===== src/common/rcsw_pkg.sv =====
// Constants and types for the sleep, wake-up and reset-cause block
package rcsw_pkg;

  ////////////////////////////////////////////////////////////////////////////
  // Timing: times in their own units, counts derived from the clock period
  localparam int unsigned CLK_PERIOD_NS = 100;
  localparam int unsigned WDT_TIMEOUT_NS = 18000000;
  localparam int unsigned WDT_CYCLES =
    (WDT_TIMEOUT_NS + CLK_PERIOD_NS - 1) / CLK_PERIOD_NS;
  localparam int unsigned DRT_POR_NS = 1125000;
  localparam int unsigned DRT_POR_CYCLES =
    (DRT_POR_NS + CLK_PERIOD_NS - 1) / CLK_PERIOD_NS;
  localparam int unsigned DRT_SUB_NS = 10000;
  localparam int unsigned DRT_SUB_CYCLES =
    (DRT_SUB_NS + CLK_PERIOD_NS - 1) / CLK_PERIOD_NS;

  ////////////////////////////////////////////////////////////////////////////
  // Widths
  localparam int ADDR_W = 8;
  localparam int DATA_W = 8;
  localparam int PIN_W = 4;
  localparam int CMP_W = 2;
  localparam int INT_W = 4;

  ////////////////////////////////////////////////////////////////////////////
  // Register offsets
  localparam logic [7:0] OFS_CTRL = 8'h00;
  localparam logic [7:0] OFS_CMD = 8'h04;
  localparam logic [7:0] OFS_FLAGS = 8'h08;
  localparam logic [7:0] OFS_PORT = 8'h0c;
  localparam logic [7:0] OFS_CMP = 8'h10;
  localparam logic [7:0] OFS_INT_STAT = 8'h14;
  localparam logic [7:0] OFS_INT_MASK = 8'h18;

  // Control fields and reset value
  localparam int CTRL_WDT_EN = 0;
  localparam int CTRL_EXT_RST_EN = 1;
  localparam int CTRL_PIN_WAKE_EN = 2;
  localparam int CTRL_CMP_WAKE_EN = 3;
  localparam logic [3:0] CTRL_RESET = 4'h3;

  // Command fields
  localparam int CMD_SLEEP = 0;
  localparam int CMD_CLR_WDT = 1;

  // Flag register fields
  localparam int FLAG_PIN_WAKE = 7;
  localparam int FLAG_CMP_WAKE = 6;
  localparam int FLAG_TIME_OUT = 4;
  localparam int FLAG_POWER_DOWN = 3;

  // Interrupt event fields
  localparam int INT_WAKE = 0;
  localparam int INT_WDT = 1;
  localparam int INT_EXT = 2;
  localparam int INT_SLEEP = 3;

  ////////////////////////////////////////////////////////////////////////////
  // Types
  typedef enum {ST_RESET, ST_RUN, ST_SLEEP} rcsw_state_t;
  typedef enum {CAUSE_NONE, CAUSE_EXT, CAUSE_WDT, CAUSE_PIN, CAUSE_CMP}
    rcsw_cause_t;

  typedef struct packed {
    logic [PIN_W-1:0] level;
    logic [PIN_W-1:0] oe;
  } rcsw_pad_t;

  typedef struct packed {
    logic pin_wake_flag;
    logic comparator_wake_flag;
    logic time_out_flag;
    logic power_down_flag;
  } rcsw_flags_t;

endpackage : rcsw_pkg


===== src/design/rcsw_top.sv =====
// Sleep entry, wake-up and reset-cause recording block
//
// Notes on behaviour
// Sleep clears watchdog, sets time-out flag, clears power-down, stops osc.
// Port pins keep their pre-sleep drive state throughout sleep.
// Watchdog reset never drives the external reset pin low.
// Sleep ends in reset on ext pin, watchdog, pin or comparator change.
// Watchdog time-out causing reset clears the time-out flag.
// Power-down flag set at power-up, cleared by every sleep.
// Comparator change during sleep sets the comparator wake flag.
// Monitored pin change during sleep sets the pin wake flag.
// Pin change compares with values captured at the last port read.
// Comparator change compares with values seen at last comparator read.
// Watchdog counter cleared on every wake-up, whatever the cause.
// Watchdog wake from sleep leaves all four flags at zero.
// Watchdog reset outside sleep: wakes, time-out zero; power-down kept.
// Ext pin wake: wake flags zero, time-out one, power-down zero.
// Pin or comparator wake sets its flag, time-out one, power-down zero.
// Ext pin reset while awake clears wake flags, keeps the others.
// Watchdog wake from sleep runs the reset timer, holding the core.
`timescale 1ns/1ps
module rcsw_top
  import rcsw_pkg::*;
#(
  parameter int unsigned WDT_CYCLES_P = WDT_CYCLES,
  parameter int unsigned DRT_POR_P = DRT_POR_CYCLES
) (
  // Clock and power-on reset
  input wire logic sys_clk,
  input wire logic srst,
  // Register port
  input wire logic [ADDR_W-1:0] reg_addr,
  input wire logic [DATA_W-1:0] reg_wdata,
  input wire logic reg_wr,
  input wire logic reg_rd,
  output logic [DATA_W-1:0] reg_rdata,
  // Pins from outside
  input wire logic external_reset_pin_n,
  input wire logic [PIN_W-1:0] mon_pins,
  input wire logic comparator_one_output,
  input wire logic comparator_two_output,
  // External reset pin drive side
  output logic external_reset_pin_out,
  output logic external_reset_pin_oe,
  // Port drive from the core and to the pads
  input wire rcsw_pad_t port_drive,
  output rcsw_pad_t port_pad,
  // Core control
  output logic cpu_reset,
  output logic osc_drive_en,
  output logic irq
);

  ////////////////////////////////////////////////////////////////////////////
  // Declarations
  rcsw_state_t state;
  rcsw_state_t next_state;
  rcsw_cause_t cause;
  rcsw_flags_t flags;
  logic [3:0] ctrl;
  logic [INT_W-1:0] int_stat;
  logic [INT_W-1:0] int_mask;
  logic [INT_W-1:0] next_int;
  logic [31:0] wdt_cnt;
  logic [31:0] drt_cnt;
  logic ext_meta;
  logic ext_n_s;
  logic [PIN_W-1:0] pins_meta;
  logic [PIN_W-1:0] pins_s;
  logic [CMP_W-1:0] cmp_meta;
  logic [CMP_W-1:0] cmp_s;
  logic [PIN_W-1:0] pin_snap;
  logic [CMP_W-1:0] cmp_snap;
  logic ext_assert;
  logic wdt_expire;
  logic pin_change;
  logic cmp_change;
  logic cmd_sleep;
  logic cmd_clr_wdt;

  // Any bit differs between live value and snapshot
  function automatic logic differs(input logic [PIN_W-1:0] a,
                                   input logic [PIN_W-1:0] b);
    differs = |(a ^ b);
  endfunction : differs

  ////////////////////////////////////////////////////////////////////////////
  // Pin synchronisers; first stage is read by the second only
  always_ff @(posedge sys_clk) begin
    if (srst) begin
      ext_meta <= 1'b1;
      ext_n_s <= 1'b1;
      pins_meta <= '0;
      pins_s <= '0;
      cmp_meta <= '0;
      cmp_s <= '0;
    end else begin
      ext_meta <= external_reset_pin_n;
      ext_n_s <= ext_meta;
      pins_meta <= mon_pins;
      pins_s <= pins_meta;
      cmp_meta <= {comparator_two_output, comparator_one_output};
      cmp_s <= cmp_meta;
    end
  end

  ////////////////////////////////////////////////////////////////////////////
  // Event decode
  assign ext_assert = ctrl[CTRL_EXT_RST_EN] & ~ext_n_s;
  assign wdt_expire = ctrl[CTRL_WDT_EN] & (wdt_cnt == WDT_CYCLES_P - 1);
  assign pin_change = ctrl[CTRL_PIN_WAKE_EN] & differs(pins_s, pin_snap);
  assign cmp_change = ctrl[CTRL_CMP_WAKE_EN] &
    differs({2'b00, cmp_s}, {2'b00, cmp_snap});
  assign cmd_sleep = reg_wr & (reg_addr == OFS_CMD) & reg_wdata[CMD_SLEEP];
  assign cmd_clr_wdt = reg_wr & (reg_addr == OFS_CMD) &
    reg_wdata[CMD_CLR_WDT];

  ////////////////////////////////////////////////////////////////////////////
  // Next state and reset cause; pin reset outranks watchdog outranks wakes
  always_comb begin
    next_state = state;
    cause = CAUSE_NONE;
    case (state)
      ST_RESET: begin
        if (drt_cnt == 32'h0 && !ext_assert) begin
          next_state = ST_RUN;
        end
      end
      ST_RUN: begin
        if (ext_assert) begin
          cause = CAUSE_EXT;
        end else if (wdt_expire) begin
          cause = CAUSE_WDT;
        end else if (cmd_sleep) begin
          next_state = ST_SLEEP;
        end
      end
      ST_SLEEP: begin
        if (ext_assert) begin
          cause = CAUSE_EXT;
        end else if (wdt_expire) begin
          cause = CAUSE_WDT;
        end else if (pin_change) begin
          cause = CAUSE_PIN;
        end else if (cmp_change) begin
          cause = CAUSE_CMP;
        end
      end
      default: begin
        next_state = ST_RESET;
      end
    endcase
    if (cause != CAUSE_NONE) begin
      next_state = ST_RESET;
    end
  end

  // State register
  always_ff @(posedge sys_clk) begin
    if (srst) begin
      state <= ST_RESET;
    end else begin
      state <= next_state;
    end
  end

  ////////////////////////////////////////////////////////////////////////////
  // Device reset timer; reloads while the pin holds reset, so the delay
  // only starts once the pin is released
  always_ff @(posedge sys_clk) begin
    if (srst) begin
      drt_cnt <= DRT_POR_P;
    end else if (cause != CAUSE_NONE) begin
      drt_cnt <= DRT_SUB_CYCLES;
    end else if (state == ST_RESET && ext_assert) begin
      drt_cnt <= DRT_SUB_CYCLES;
    end else if (state == ST_RESET && drt_cnt != 32'h0) begin
      drt_cnt <= drt_cnt - 32'h1;
    end
  end

  ////////////////////////////////////////////////////////////////////////////
  // Watchdog counter; keeps running through sleep when enabled
  always_ff @(posedge sys_clk) begin
    if (srst) begin
      wdt_cnt <= '0;
    end else if (cause != CAUSE_NONE) begin
      wdt_cnt <= '0;
    end else if (state == ST_RUN && next_state == ST_SLEEP) begin
      wdt_cnt <= '0;
    end else if (state == ST_RESET || cmd_clr_wdt) begin
      wdt_cnt <= '0;
    end else if (!ctrl[CTRL_WDT_EN]) begin
      wdt_cnt <= '0;
    end else begin
      wdt_cnt <= wdt_cnt + 32'h1;
    end
  end

  ////////////////////////////////////////////////////////////////////////////
  // Reset-cause flags
  always_ff @(posedge sys_clk) begin
    if (srst) begin
      flags <= '{1'b0, 1'b0, 1'b1, 1'b1};
    end else if (state == ST_RUN && next_state == ST_SLEEP) begin
      flags.time_out_flag <= 1'b1;
      flags.power_down_flag <= 1'b0;
    end else begin
      case (cause)
        CAUSE_EXT: begin
          flags.pin_wake_flag <= 1'b0;
          flags.comparator_wake_flag <= 1'b0;
          if (state == ST_SLEEP) begin
            flags.time_out_flag <= 1'b1;
            flags.power_down_flag <= 1'b0;
          end
        end
        CAUSE_WDT: begin
          flags.pin_wake_flag <= 1'b0;
          flags.comparator_wake_flag <= 1'b0;
          flags.time_out_flag <= 1'b0;
          if (state == ST_SLEEP) begin
            flags.power_down_flag <= 1'b0;
          end
        end
        CAUSE_PIN: begin
          flags <= '{1'b1, 1'b0, 1'b1, 1'b0};
        end
        CAUSE_CMP: begin
          flags <= '{1'b0, 1'b1, 1'b1, 1'b0};
        end
        default: begin
          flags <= flags;
        end
      endcase
    end
  end

  ////////////////////////////////////////////////////////////////////////////
  // Snapshots taken by a read of the port or comparator register
  always_ff @(posedge sys_clk) begin
    if (srst) begin
      pin_snap <= '0;
      cmp_snap <= '0;
    end else if (reg_rd && reg_addr == OFS_PORT) begin
      pin_snap <= pins_s;
    end else if (reg_rd && reg_addr == OFS_CMP) begin
      cmp_snap <= cmp_s;
    end
  end

  ////////////////////////////////////////////////////////////////////////////
  // Writable registers
  always_ff @(posedge sys_clk) begin
    if (srst) begin
      ctrl <= CTRL_RESET;
      int_mask <= '0;
    end else if (reg_wr && reg_addr == OFS_CTRL) begin
      ctrl <= reg_wdata[3:0];
    end else if (reg_wr && reg_addr == OFS_INT_MASK) begin
      int_mask <= reg_wdata[INT_W-1:0];
    end
  end

  ////////////////////////////////////////////////////////////////////////////
  // Interrupt status: a new event wins over the clear by read
  always_comb begin
    next_int = int_stat;
    if (reg_rd && reg_addr == OFS_INT_STAT) begin
      next_int = '0;
    end
    next_int[INT_WAKE] = next_int[INT_WAKE] |
      (state == ST_SLEEP && cause != CAUSE_NONE);
    next_int[INT_WDT] = next_int[INT_WDT] | (cause == CAUSE_WDT);
    next_int[INT_EXT] = next_int[INT_EXT] | (cause == CAUSE_EXT);
    next_int[INT_SLEEP] = next_int[INT_SLEEP] |
      (state == ST_RUN && next_state == ST_SLEEP);
  end

  // Interrupt registers
  always_ff @(posedge sys_clk) begin
    if (srst) begin
      int_stat <= '0;
      irq <= 1'b0;
    end else begin
      int_stat <= next_int;
      irq <= |(next_int & int_mask);
    end
  end

  ////////////////////////////////////////////////////////////////////////////
  // Read data: valid only in the cycle after the strobe, zero otherwise
  always_ff @(posedge sys_clk) begin
    if (srst) begin
      reg_rdata <= '0;
    end else if (!reg_rd) begin
      reg_rdata <= '0;
    end else if (reg_addr == OFS_CTRL) begin
      reg_rdata <= {4'h0, ctrl};
    end else if (reg_addr == OFS_FLAGS) begin
      reg_rdata <= '0;
      reg_rdata[FLAG_PIN_WAKE] <= flags.pin_wake_flag;
      reg_rdata[FLAG_CMP_WAKE] <= flags.comparator_wake_flag;
      reg_rdata[FLAG_TIME_OUT] <= flags.time_out_flag;
      reg_rdata[FLAG_POWER_DOWN] <= flags.power_down_flag;
    end else if (reg_addr == OFS_PORT) begin
      reg_rdata <= {4'h0, pins_s};
    end else if (reg_addr == OFS_CMP) begin
      reg_rdata <= {6'h00, cmp_s};
    end else if (reg_addr == OFS_INT_STAT) begin
      reg_rdata <= {4'h0, int_stat};
    end else if (reg_addr == OFS_INT_MASK) begin
      reg_rdata <= {4'h0, int_mask};
    end else begin
      reg_rdata <= '0;
    end
  end

  ////////////////////////////////////////////////////////////////////////////
  // Core controls, pad hold and the reset pin, which is never pulled low
  always_ff @(posedge sys_clk) begin
    if (srst) begin
      cpu_reset <= 1'b1;
      osc_drive_en <= 1'b1;
      port_pad <= '0;
      external_reset_pin_out <= 1'b0;
      external_reset_pin_oe <= 1'b0;
    end else begin
      cpu_reset <= (next_state == ST_RESET);
      osc_drive_en <= (next_state != ST_SLEEP);
      // Frozen in sleep; released and tri-stated during reset
      if (state == ST_RESET) begin
        port_pad <= '0;
      end else if (state != ST_SLEEP) begin
        port_pad <= port_drive;
      end
      external_reset_pin_out <= 1'b0;
      external_reset_pin_oe <= 1'b0;
    end
  end
endmodule : rcsw_top


===== config.mk =====
export PLATFORM = sky130hd
export DESIGN_NAME = rcsw_top
export DESIGN_NICKNAME = d
export VERILOG_FILES = /design/src/common/rcsw_pkg.sv /design/src/design/rcsw_top.sv
export SDC_FILE = /design/constraint.sdc
export NUM_CORES = 1
export LEC_CHECK = 0
export BUFFER_PORTS_ARGS = -buffer_cell sky130_fd_sc_hd__buf_2
export CAP_MARGIN = 5
export CORE_MARGIN = 2
export CORE_UTILIZATION = 30
export CTS_BUF_LIST = sky130_fd_sc_hd__clkbuf_8
export DETAILED_ROUTE_END_ITERATION = 8
export RECOVER_POWER = 100
export SYNTH_ARGS = -nofsm -noshare
export SYNTH_HDL_FRONTEND = slang
export SYNTH_SLANG_ARGS = --single-unit
export TNS_END_PERCENT = 50

===== constraint.sdc =====
create_clock -name sys_clk -period 2.8 [get_ports sys_clk]
set_input_delay 0.14 -clock sys_clk [delete_from_list [all_inputs] [get_ports sys_clk]]
set_output_delay 0.14 -clock sys_clk [all_outputs]
set_load 0.1 [all_outputs]

==> results.yml, run 1 <==
outcome:
  status: "completed"
sta:
  worst_slew_margin_rel_pct: 18.5
  drv_slew: 0
  setup_viol: 0
  min_period_ns: 2.66
  worst_pin_slew_ns: 1.23
  finClkSkew_ns: 0.00977
  finalHoldViolCount: 0
  rsz0062_at_grt: "no"
  fmax_mhz: 375
  fin_tns_setup_ns: 0
  min_period_over_period_pct: 95.2
power_and_ir_drop:
  p_leak_uw: 0.00282
  switching_share_pct: 25.6
  ir_worst_vdd_v: 0.000264
  power_frac_comb_pct: 5.2
  p_sw_uw: 1050
  p_int_uw: 3060
  seq_power_share_pct: 53.5
  powerDensity_nw_per_um2: 544
  clkPwrFrac_pct: 41.4
floorplanning:
  start_util_pct: 30.7
  die_area_um2: 21800
  rows: 52
  io_pins: 56
  die_h_um: 148
  core_region_area_um2: 20200
  die_w_um: 148
worst_setup_path:
  critPathCaptureType: "register"
  startpoint: "drt_cnt[25]"
  rr_worst_depth: 6
  critPathMaxFanout: 7
  rr_endpoint: "drt_cnt[8]"
  critPathLaunchType: "register"
  cp.arrival_ns: 3.00
  worstPathRequired_ns: 3.14
  critPathKind: "reg -> reg"
  timing.reg2reg.setup_slack_ns: 0.14
  r2r_start: "drt_cnt[25]"
  crit_path_end: "drt_cnt[8]"
synthesis:
  syn_avg_cell_area_um2: 8.99
  ys_ff_latch: 150
  synth_top_family_by_area: "simple AND/OR/NAND/NOR gates"
  synth_top_cells_by_area: "dfxtp_1 (48%), nor2_1 (5.1%), xor2_1 (4.8%), nand2_1 (4.1%), nand3_1 (2.9%)"
  ys.flop_type: "dfxtp_1"
  synthArstFlopShare_pct: 0
  yosys.area_share.adder_pct: 0.605
  synthMuxAreaShare_pct: 1.13
  synth_common_cells: "dfxtp_1 (150), nor2_1 (84), nand2_1 (67)"
  syn_inst: 690
  synth_cell_type_count: 68
  synth_compound_area_share_pct: 8.92
  synth-xor-area-share_pct: 7.63
  synth_most_common_cell: "dfxtp_1"
  yosysSeqAreaShare_pct: 48.4
  yosys.area_share.simple_pct: 29.6
  syn_area_um2: 6200
  yosysWarnings: 0
  yosysTopAreaCellShare_pct: 48.4
  synth-edff-count: 0
  yosysTopAreaCell: "dfxtp_1"
placement:
  finalWeightedCongestion: 0.868
  place_area_um2: 6990
  port_buffers: 48
  hpwl_um: 9800
clock_network:
  numCtsBuffers: 17
  clock_path_buffers: 2
  postCtsResizedCells: 0
  htreeDepth: 4
  cts_tree: "done"
  ctsRootBufferMaster: "clkbuf_8"
  clk_latency_ns: 0.46
  cts_sinks: 150
  clk_pin_slew_ns: 0.09
layout:
  area_delta_synth_final_pct: 21.7
  nNetsFinal: 847
  diodes: 0
  finish.instance_area_um2: 7550
  drive_above_1_share_pct: 13.5
  utilization_pct: 37.3
worst_hold_path:
  hp-class: "in -> reg"
  hold_depth: 3
detailed_routing:
  wl_per_cell_um: 13.1
  totalWireLength_um: 14300
  vias_per_cell: 4.66
  drt_iter0_drc: 301
  antenna_left: 0
  dr.pass1.iters: 5
  drc_errors: 0
  vias: 5091
flow_run:
  maxCapViolations: 0
grt:
  grt_usage_pct: 13.8
  grt_pass1_vias: 4880
  grt_max_degree: 41
  overflow: 0
  grt_pass1_wl_um: 24100
  grt_antenna_before_repair: 0
-- state kept, by name, summed over array words and instances (netlist names), 7 cells and up --
signal,flops
port_pad,8
reg_rdata,7
drt_cnt,32
wdt_cnt,32
state,32
-- layout make-up --
cell class / count / area [um2]
inverters: 16 / 60.1
well taps: 270 / 338
flip-flops and latches: 150 / 3000
clock buffers: 17 / 234
clock inverters: 15 / 171
fillers: 2058 / 12700
multi-input cells: 522 / 3080
repair buffers: 102 / 663
-- repair_timing --
action,CTS,global route
hold buffers,22,0
setup buffers,0,0
hold endpoints to repair,24,0
-- stage by stage --
step | std cells | total power [uW] | setup slack (ns) | hold slack, ns
global placement | 1038 | 2430 | 0.201 | 0.350
finish | 1092 | 4110 | 0.135 | 0.0435
detailed placement | 1038 | 2440 | 0.163 | 0.358
floorplan | 722 | 2380 | 0.320 | 0.221
CTS | 1092 | 4170 | 0.159 | 0.00521
global route | 1092 | 4280 | 0.0278 | 0.0288
-- worst max-delay path: stages (launching register included) --
cell	delay (ns)
dfxtp_1	0.35
or4_1	0.57
or3_4	0.39
or4_4	0.60
a31o_2	0.28
nor3_4	0.22
o21ai_0	0.13
-- layer usage --
metal | share of wire [%] | global-route usage (%) | vias up
li1 | - | - | 2643
met1 | 48 | 18.4 | 2340
met2 | 46 | 21.6 | 88
met3 | 3.8 | 3.09 | 20
met4 | 1.9 | 5.58 | 0
met5 | 0 | 0 | -
-- cell families (layout without fill, tap and decap cells) --
family | after synthesis | count (layout)
flip-flops | 150 | 150
adder cells (fa/ha/maj) | 3 | 3
AO/OA/AOI/OAI | 87 | 87
multiplexers | 7 | 7
AND/OR/NAND/NOR | 338 | 338
XOR/XNOR | 54 | 54
buffers and inverters | 50 | 150
other | 1 | 33
-- placed cells by master, fill, tap and decap left out, drive strengths merged, types with 20 or more instances in the layout --
cell         netlist  final
dlygate4sd3        0     22
nand2             68     68
buf               12     53
xor2              34     34
nor4              28     28
nand3             36     36
xnor2             20     20
clkbuf            22     44
dfxtp            150    150
conb               1     33
nor2              85     85
inv               16     21
nand4             30     30
a21oi             36     36
-- power by group through the flow --
| stage | logic (uW) | clock network [uW] | registers (uW) |
|---|---|---|---|
| 2_1_floorplan | 92.9 | 0 | 2290 |
| 3_3_place_gp | 191 | 0 | 2240 |
| 3_5_place_dp | 191 | 0 | 2250 |
| 4_1_cts | 215 | 1760 | 2200 |
| 5_1_grt | 231 | 1840 | 2200 |
| 6_report | 212 | 1700 | 2200 |
-- worst min path at each step --
stage                                startpoint           end  slack [ns]
after floorplan                            srst   int_stat[3]        0.22
after global placement    comparator_one_output   cmp_meta[0]        0.35
after detailed placement            mon_pins[0]  pins_meta[0]        0.36
after CTS                           reg_addr[5]  reg_rdata[2]       0.005
after global routing                reg_addr[5]  reg_rdata[2]        0.03
final                               reg_addr[5]  reg_rdata[2]        0.04
Note: power is estimated with default switching activity, not from simulation.
==> run 2: changes to the inputs <==
MAX_ROUTING_LAYER = met4   (was not set)
clock period = 2.7 ns   (was 2.8 ns; I/O delays follow)
==> results.yml, run 2 (synthesis results as in run 1) <==
sta:
  min_period_over_period_pct: 96.1
  finClkSkew_ns: 0.0105
  min_period_ns: 2.59
  fin_tns_setup_ns: 0
  worst_pin_slew_ns: 1.21
  worst_slew_margin_rel_pct: 19.8
  finalHoldViolCount: 0
  rsz0062_at_grt: "no"
  fmax_mhz: 386
  setup_viol: 0
  drv_slew: 0
  whs_ns: 0.115
worst_setup_path:
  cpPeakStageDelay_ns: 0.58
  critPathLaunchType: "register"
  cpMaxStageDelayCell: "or4_4"
  critPathCaptureType: "register"
  critPathKind: "reg -> reg"
  crit_path_cell_trace: "or4_1, or3_1, or4_4, a31o_2, nor3_4, o21ai_0"
  cp.arrival_ns: 2.92
  worstPathRequired_ns: 3.03
  critPathMaxFanout: 6
layout:
  layout.cells.most_common: "dfxtp_1"
  utilization_pct: 37.8
  layout_common_cells: "dfxtp_1 (150), nor2_1 (84), nand2_1 (67), nand3_1 (36), a21oi_1 (35)"
  drive_above_1_share_pct: 14.7
  fillCellCount: 2047
  nNetsFinal: 855
  area_delta_synth_final_pct: 23.4
  reg_top3: "drt_cnt (32), state (32), wdt_cnt (32)"
  diodes: 0
detailed_routing:
  totalWireLength_um: 14300
  drt_iter0_drc: 314
  drc_errors: 0
  antenna_left: 0
  vias_per_cell: 4.72
  vias: 5193
  wl_per_cell_um: 13.0
  dr.pass1.iters: 5
clock_network:
  clock_path_buffers: 2
  htreeDepth: 4
  ctsRootBufferMaster: "clkbuf_8"
  cts_sinks: 150
  cts_setup_buffers: 0
  cts_tree: "done"
  clk_latency_ns: 0.46
  clk_pin_slew_ns: 0.08
  numCtsBuffers: 17
placement:
  hpwl_um: 9800
  finalWeightedCongestion: 0.873
  port_buffers: 48
power_and_ir_drop:
  p_int_uw: 3300
  ir_worst_vdd_v: 0.000276
  p_sw_uw: 1050
  powerDensity_nw_per_um2: 568
  power_frac_comb_pct: 5.1
  seq_power_share_pct: 52.4
  clkPwrFrac_pct: 42.5
  p_leak_uw: 0.00288
  switching_share_pct: 24.1
floorplanning:
  die_w_um: 148
  die_h_um: 148
  rows: 52
  die_area_um2: 21800
  start_util_pct: 30.7
  core_region_area_um2: 20200
  io_pins: 56
grt:
  grt_max_degree: 41
  grt_pass1_wl_um: 23600
  grt_usage_pct: 13.9
  grt_antenna_before_repair: 0
  grt_pass1_vias: 4879
  overflow: 0
worst_hold_path:
  hp-class: "in -> reg"
flow_run:
  maxCapViolations: 0
outcome:
  status: "completed"
[run 2: cell types whose count changed in the layout (fill, tap and decap cells not counted), sizes merged]
cell / change
buf: +9
bufinv: +1
clkinv: -3
clkinvlp: +2
dlygate4sd3: +1
inv: -2
[run 2: final cells by class]
cell class,instances,area [um2],area share (%)
Clock buffer,19,262,3.42
Clock inverter,13,170,2.22
Multi-Input combinational cell,522,3090,40.4
Tap cell,270,338,4.41
Inverter,16,60.1,0.785
Sequential cell,150,3000,39.2
Timing Repair Buffer,110,728,9.51
[run 2: per-stage QoR]
stage / cells / total power [uW] / area, um2 / worst slack, ns
after CTS: 1100 / 4410 / 7700 / 0.135
after global routing: 1100 / 4530 / 7650 / 0.00655
after floorplan: 722 / 2470 / 6320 / 0.220
final: 1100 / 4350 / 7650 / 0.106
after global placement: 1045 / 2530 / 7040 / 0.169
after detailed placement: 1045 / 2530 / 7040 / 0.152
[run 2: worst paths after layout]
path                     from           to  slack, ns  depth (start not counted)
setup / recovery  drt_cnt[24]  drt_cnt[13]       0.11                          6
setup reg to reg  drt_cnt[24]  drt_cnt[13]       0.11                          6
hold reg to reg      ext_meta      ext_n_s       0.41                          1
hold / removal           srst     flags[0]       0.12                          3
[run 2: what timing repair did]
item                                    in CTS  in global routing
endpoints found under the setup margin       0                  3
resized for setup                            0                  2
hold endpoints to repair                    28                  0
hold buffers                                23                  0
[run 2: critical path, delay by kind of cell (launching register included)]
| family | cells | cell delay (ns) |
|---|---|---|
| DFF | 1 | 0.31 |
| AOI/OAI and AO/OA | 2 | 0.42 |
| and+or+nand+nor | 4 | 1.74 |
[run 2: power by group through the flow]
stage / combinational, uW / sequential, uW / clock (uW)
final: 221 / 2280 / 1850
after global placement: 198 / 2330 / 0
after detailed placement: 197 / 2330 / 0
after CTS: 223 / 2280 / 1910
after floorplan: 96.3 / 2370 / 0
after global routing: 239 / 2280 / 2010
[run 2: routing by layer]
layer	routed length, um	track usage, %	vias to the layer above
met1	6750	17.4	2400
li1	-	-	2656
met3	606	3.36	17
met2	6730	22.1	120
met4	186	4.76	0
met5	0	-	-
==> run 3: changes to the inputs <==
RECOVER_POWER = 25   (was 100)
==> results.yml, run 3 (synthesis results as in run 1) <==
outcome:
  status: "completed"
detailed_routing:
  vias: 5159
  dr.pass1.iters: 5
  totalWireLength_um: 14200
  antenna_left: 0
  wl_per_cell_um: 12.9
  drt_iter0_drc: 311
  drc_errors: 0
  vias_per_cell: 4.69
sta:
  rsz0062_at_grt: "no"
  drv_slew: 0
  min_period_ns: 2.55
  finalHoldViolCount: 0
  fmax_mhz: 392
  worst_slew_margin_rel_pct: 19.8
  finClkSkew_ns: 0.0106
  min_period_over_period_pct: 94.4
  setup_viol: 0
  whs_ns: 0.120
  worst_pin_slew_ns: 1.21
  fin_tns_setup_ns: 0
  worst_slack_ns: 0.151
power_and_ir_drop:
  p_sw_uw: 1050
  p_int_uw: 3300
  seq_power_share_pct: 52.3
  ir_worst_vdd_v: 0.000276
  power_frac_comb_pct: 5.1
  powerDensity_nw_per_um2: 566
  clkPwrFrac_pct: 42.6
  p_leak_uw: 0.00290
  switching_share_pct: 24.1
grt:
  grt_usage_pct: 13.9
  overflow: 0
  grt_max_degree: 41
  grt_pass1_wl_um: 23600
  grt_pass1_vias: 4879
  grt_antenna_before_repair: 0
floorplanning:
  core_region_area_um2: 20200
  io_pins: 56
  start_util_pct: 30.7
  rows: 52
  die_area_um2: 21800
  die_w_um: 148
  die_h_um: 148
clock_network:
  htreeDepth: 4
  cts_tree: "done"
  clk_latency_ns: 0.46
  ctsRootBufferMaster: "clkbuf_8"
  cts_sinks: 150
  numCtsBuffers: 17
  clock_path_buffers: 2
  clk_pin_slew_ns: 0.08
flow_run:
  maxCapViolations: 0
layout:
  layout.cells.most_common: "dfxtp_1"
  drive_above_1_share_pct: 15.9
  reg_top3: "drt_cnt (32), state (32), wdt_cnt (32)"
  nNetsFinal: 855
  fin_cells: 1100
  area_delta_synth_final_pct: 24.0
  register_area_um2: 3000
  diodes: 0
  fillCellCount: 2029
  layout_common_cells: "dfxtp_1 (150), nor2_1 (84), nand2_1 (67), buf_4 (37), nand3_1 (36)"
  utilization_pct: 38.0
  multiInputGateArea_um2: 3110
worst_hold_path:
  min_from: "srst"
  hp-class: "in -> reg"
worst_setup_path:
  cp.arrival_ns: 2.88
  critPathLaunchType: "register"
  critPathMaxFanout: 6
  critPathKind: "reg -> reg"
  critPathCaptureType: "register"
  startpoint: "drt_cnt[24]"
  worstPathRequired_ns: 3.03
  r2r_start: "drt_cnt[24]"
placement:
  pre_cts_slack_ns: 0.152
  hpwl_um: 9800
  port_buffers: 48
  dpl.cell_count: 1045
  finalWeightedCongestion: 0.873
[run 3: worst max-delay path, stage by stage (launching register included)]
cell and delay, ns:
dfxtp_1 0.31, or4_4 0.55, or3_4 0.34, or4_4 0.58, a31o_2 0.28, nor3_4 0.23
o21ai_0 0.14
[run 3: metal layers]
| metal | global-route usage [%] | wire [um] |
|---|---|---|
| met5 | - | 0 |
| met3 | 3.36 | 551 |
| met2 | 22.1 | 6800 |
| met4 | 4.76 | 135 |
| met1 | 17.4 | 6730 |
[run 3: cell type report]
type,count,share of cell area (%)
tap,270,4.39
inverter,16,0.781
multi-input combinational,522,40.4
clock inverter,13,2.21
sequential,150,39.0
clock buffer,19,3.40
timing repair buffer,110,9.78
[run 3: final timing paths]
kind                  to  slack, ns  cells after the start
min reg2reg      ext_n_s       0.41                      1
min             flags[0]       0.12                      3
max          drt_cnt[13]       0.15                      6
max reg2reg  drt_cnt[13]       0.15                      6
[run 3: what timing repair did]
action,CTS,global route
endpoints found under the setup margin,0,3
setup buffers,0,0
resized for setup,0,2
hold endpoints to repair,28,0
hold buffers,23,0
[run 3: power by group through the flow]
| stage | logic (uW) | registers [uW] | clock network, uW |
|---|---|---|---|
| 3_5_place_dp | 197 | 2330 | 0 |
| 6_report | 222 | 2280 | 1850 |
| 4_1_cts | 223 | 2280 | 1910 |
| 5_1_grt | 241 | 2280 | 2010 |
| 3_3_place_gp | 198 | 2330 | 0 |
| 2_1_floorplan | 96.3 | 2370 | 0 |
[run 3: metrics by stage]
stage | area (um2) | power, uW
detailed placement | 7040 | 2530
floorplan | 6320 | 2470
CTS | 7700 | 4410
global placement | 7040 | 2530
global route | 7690 | 4530
finish | 7690 | 4350
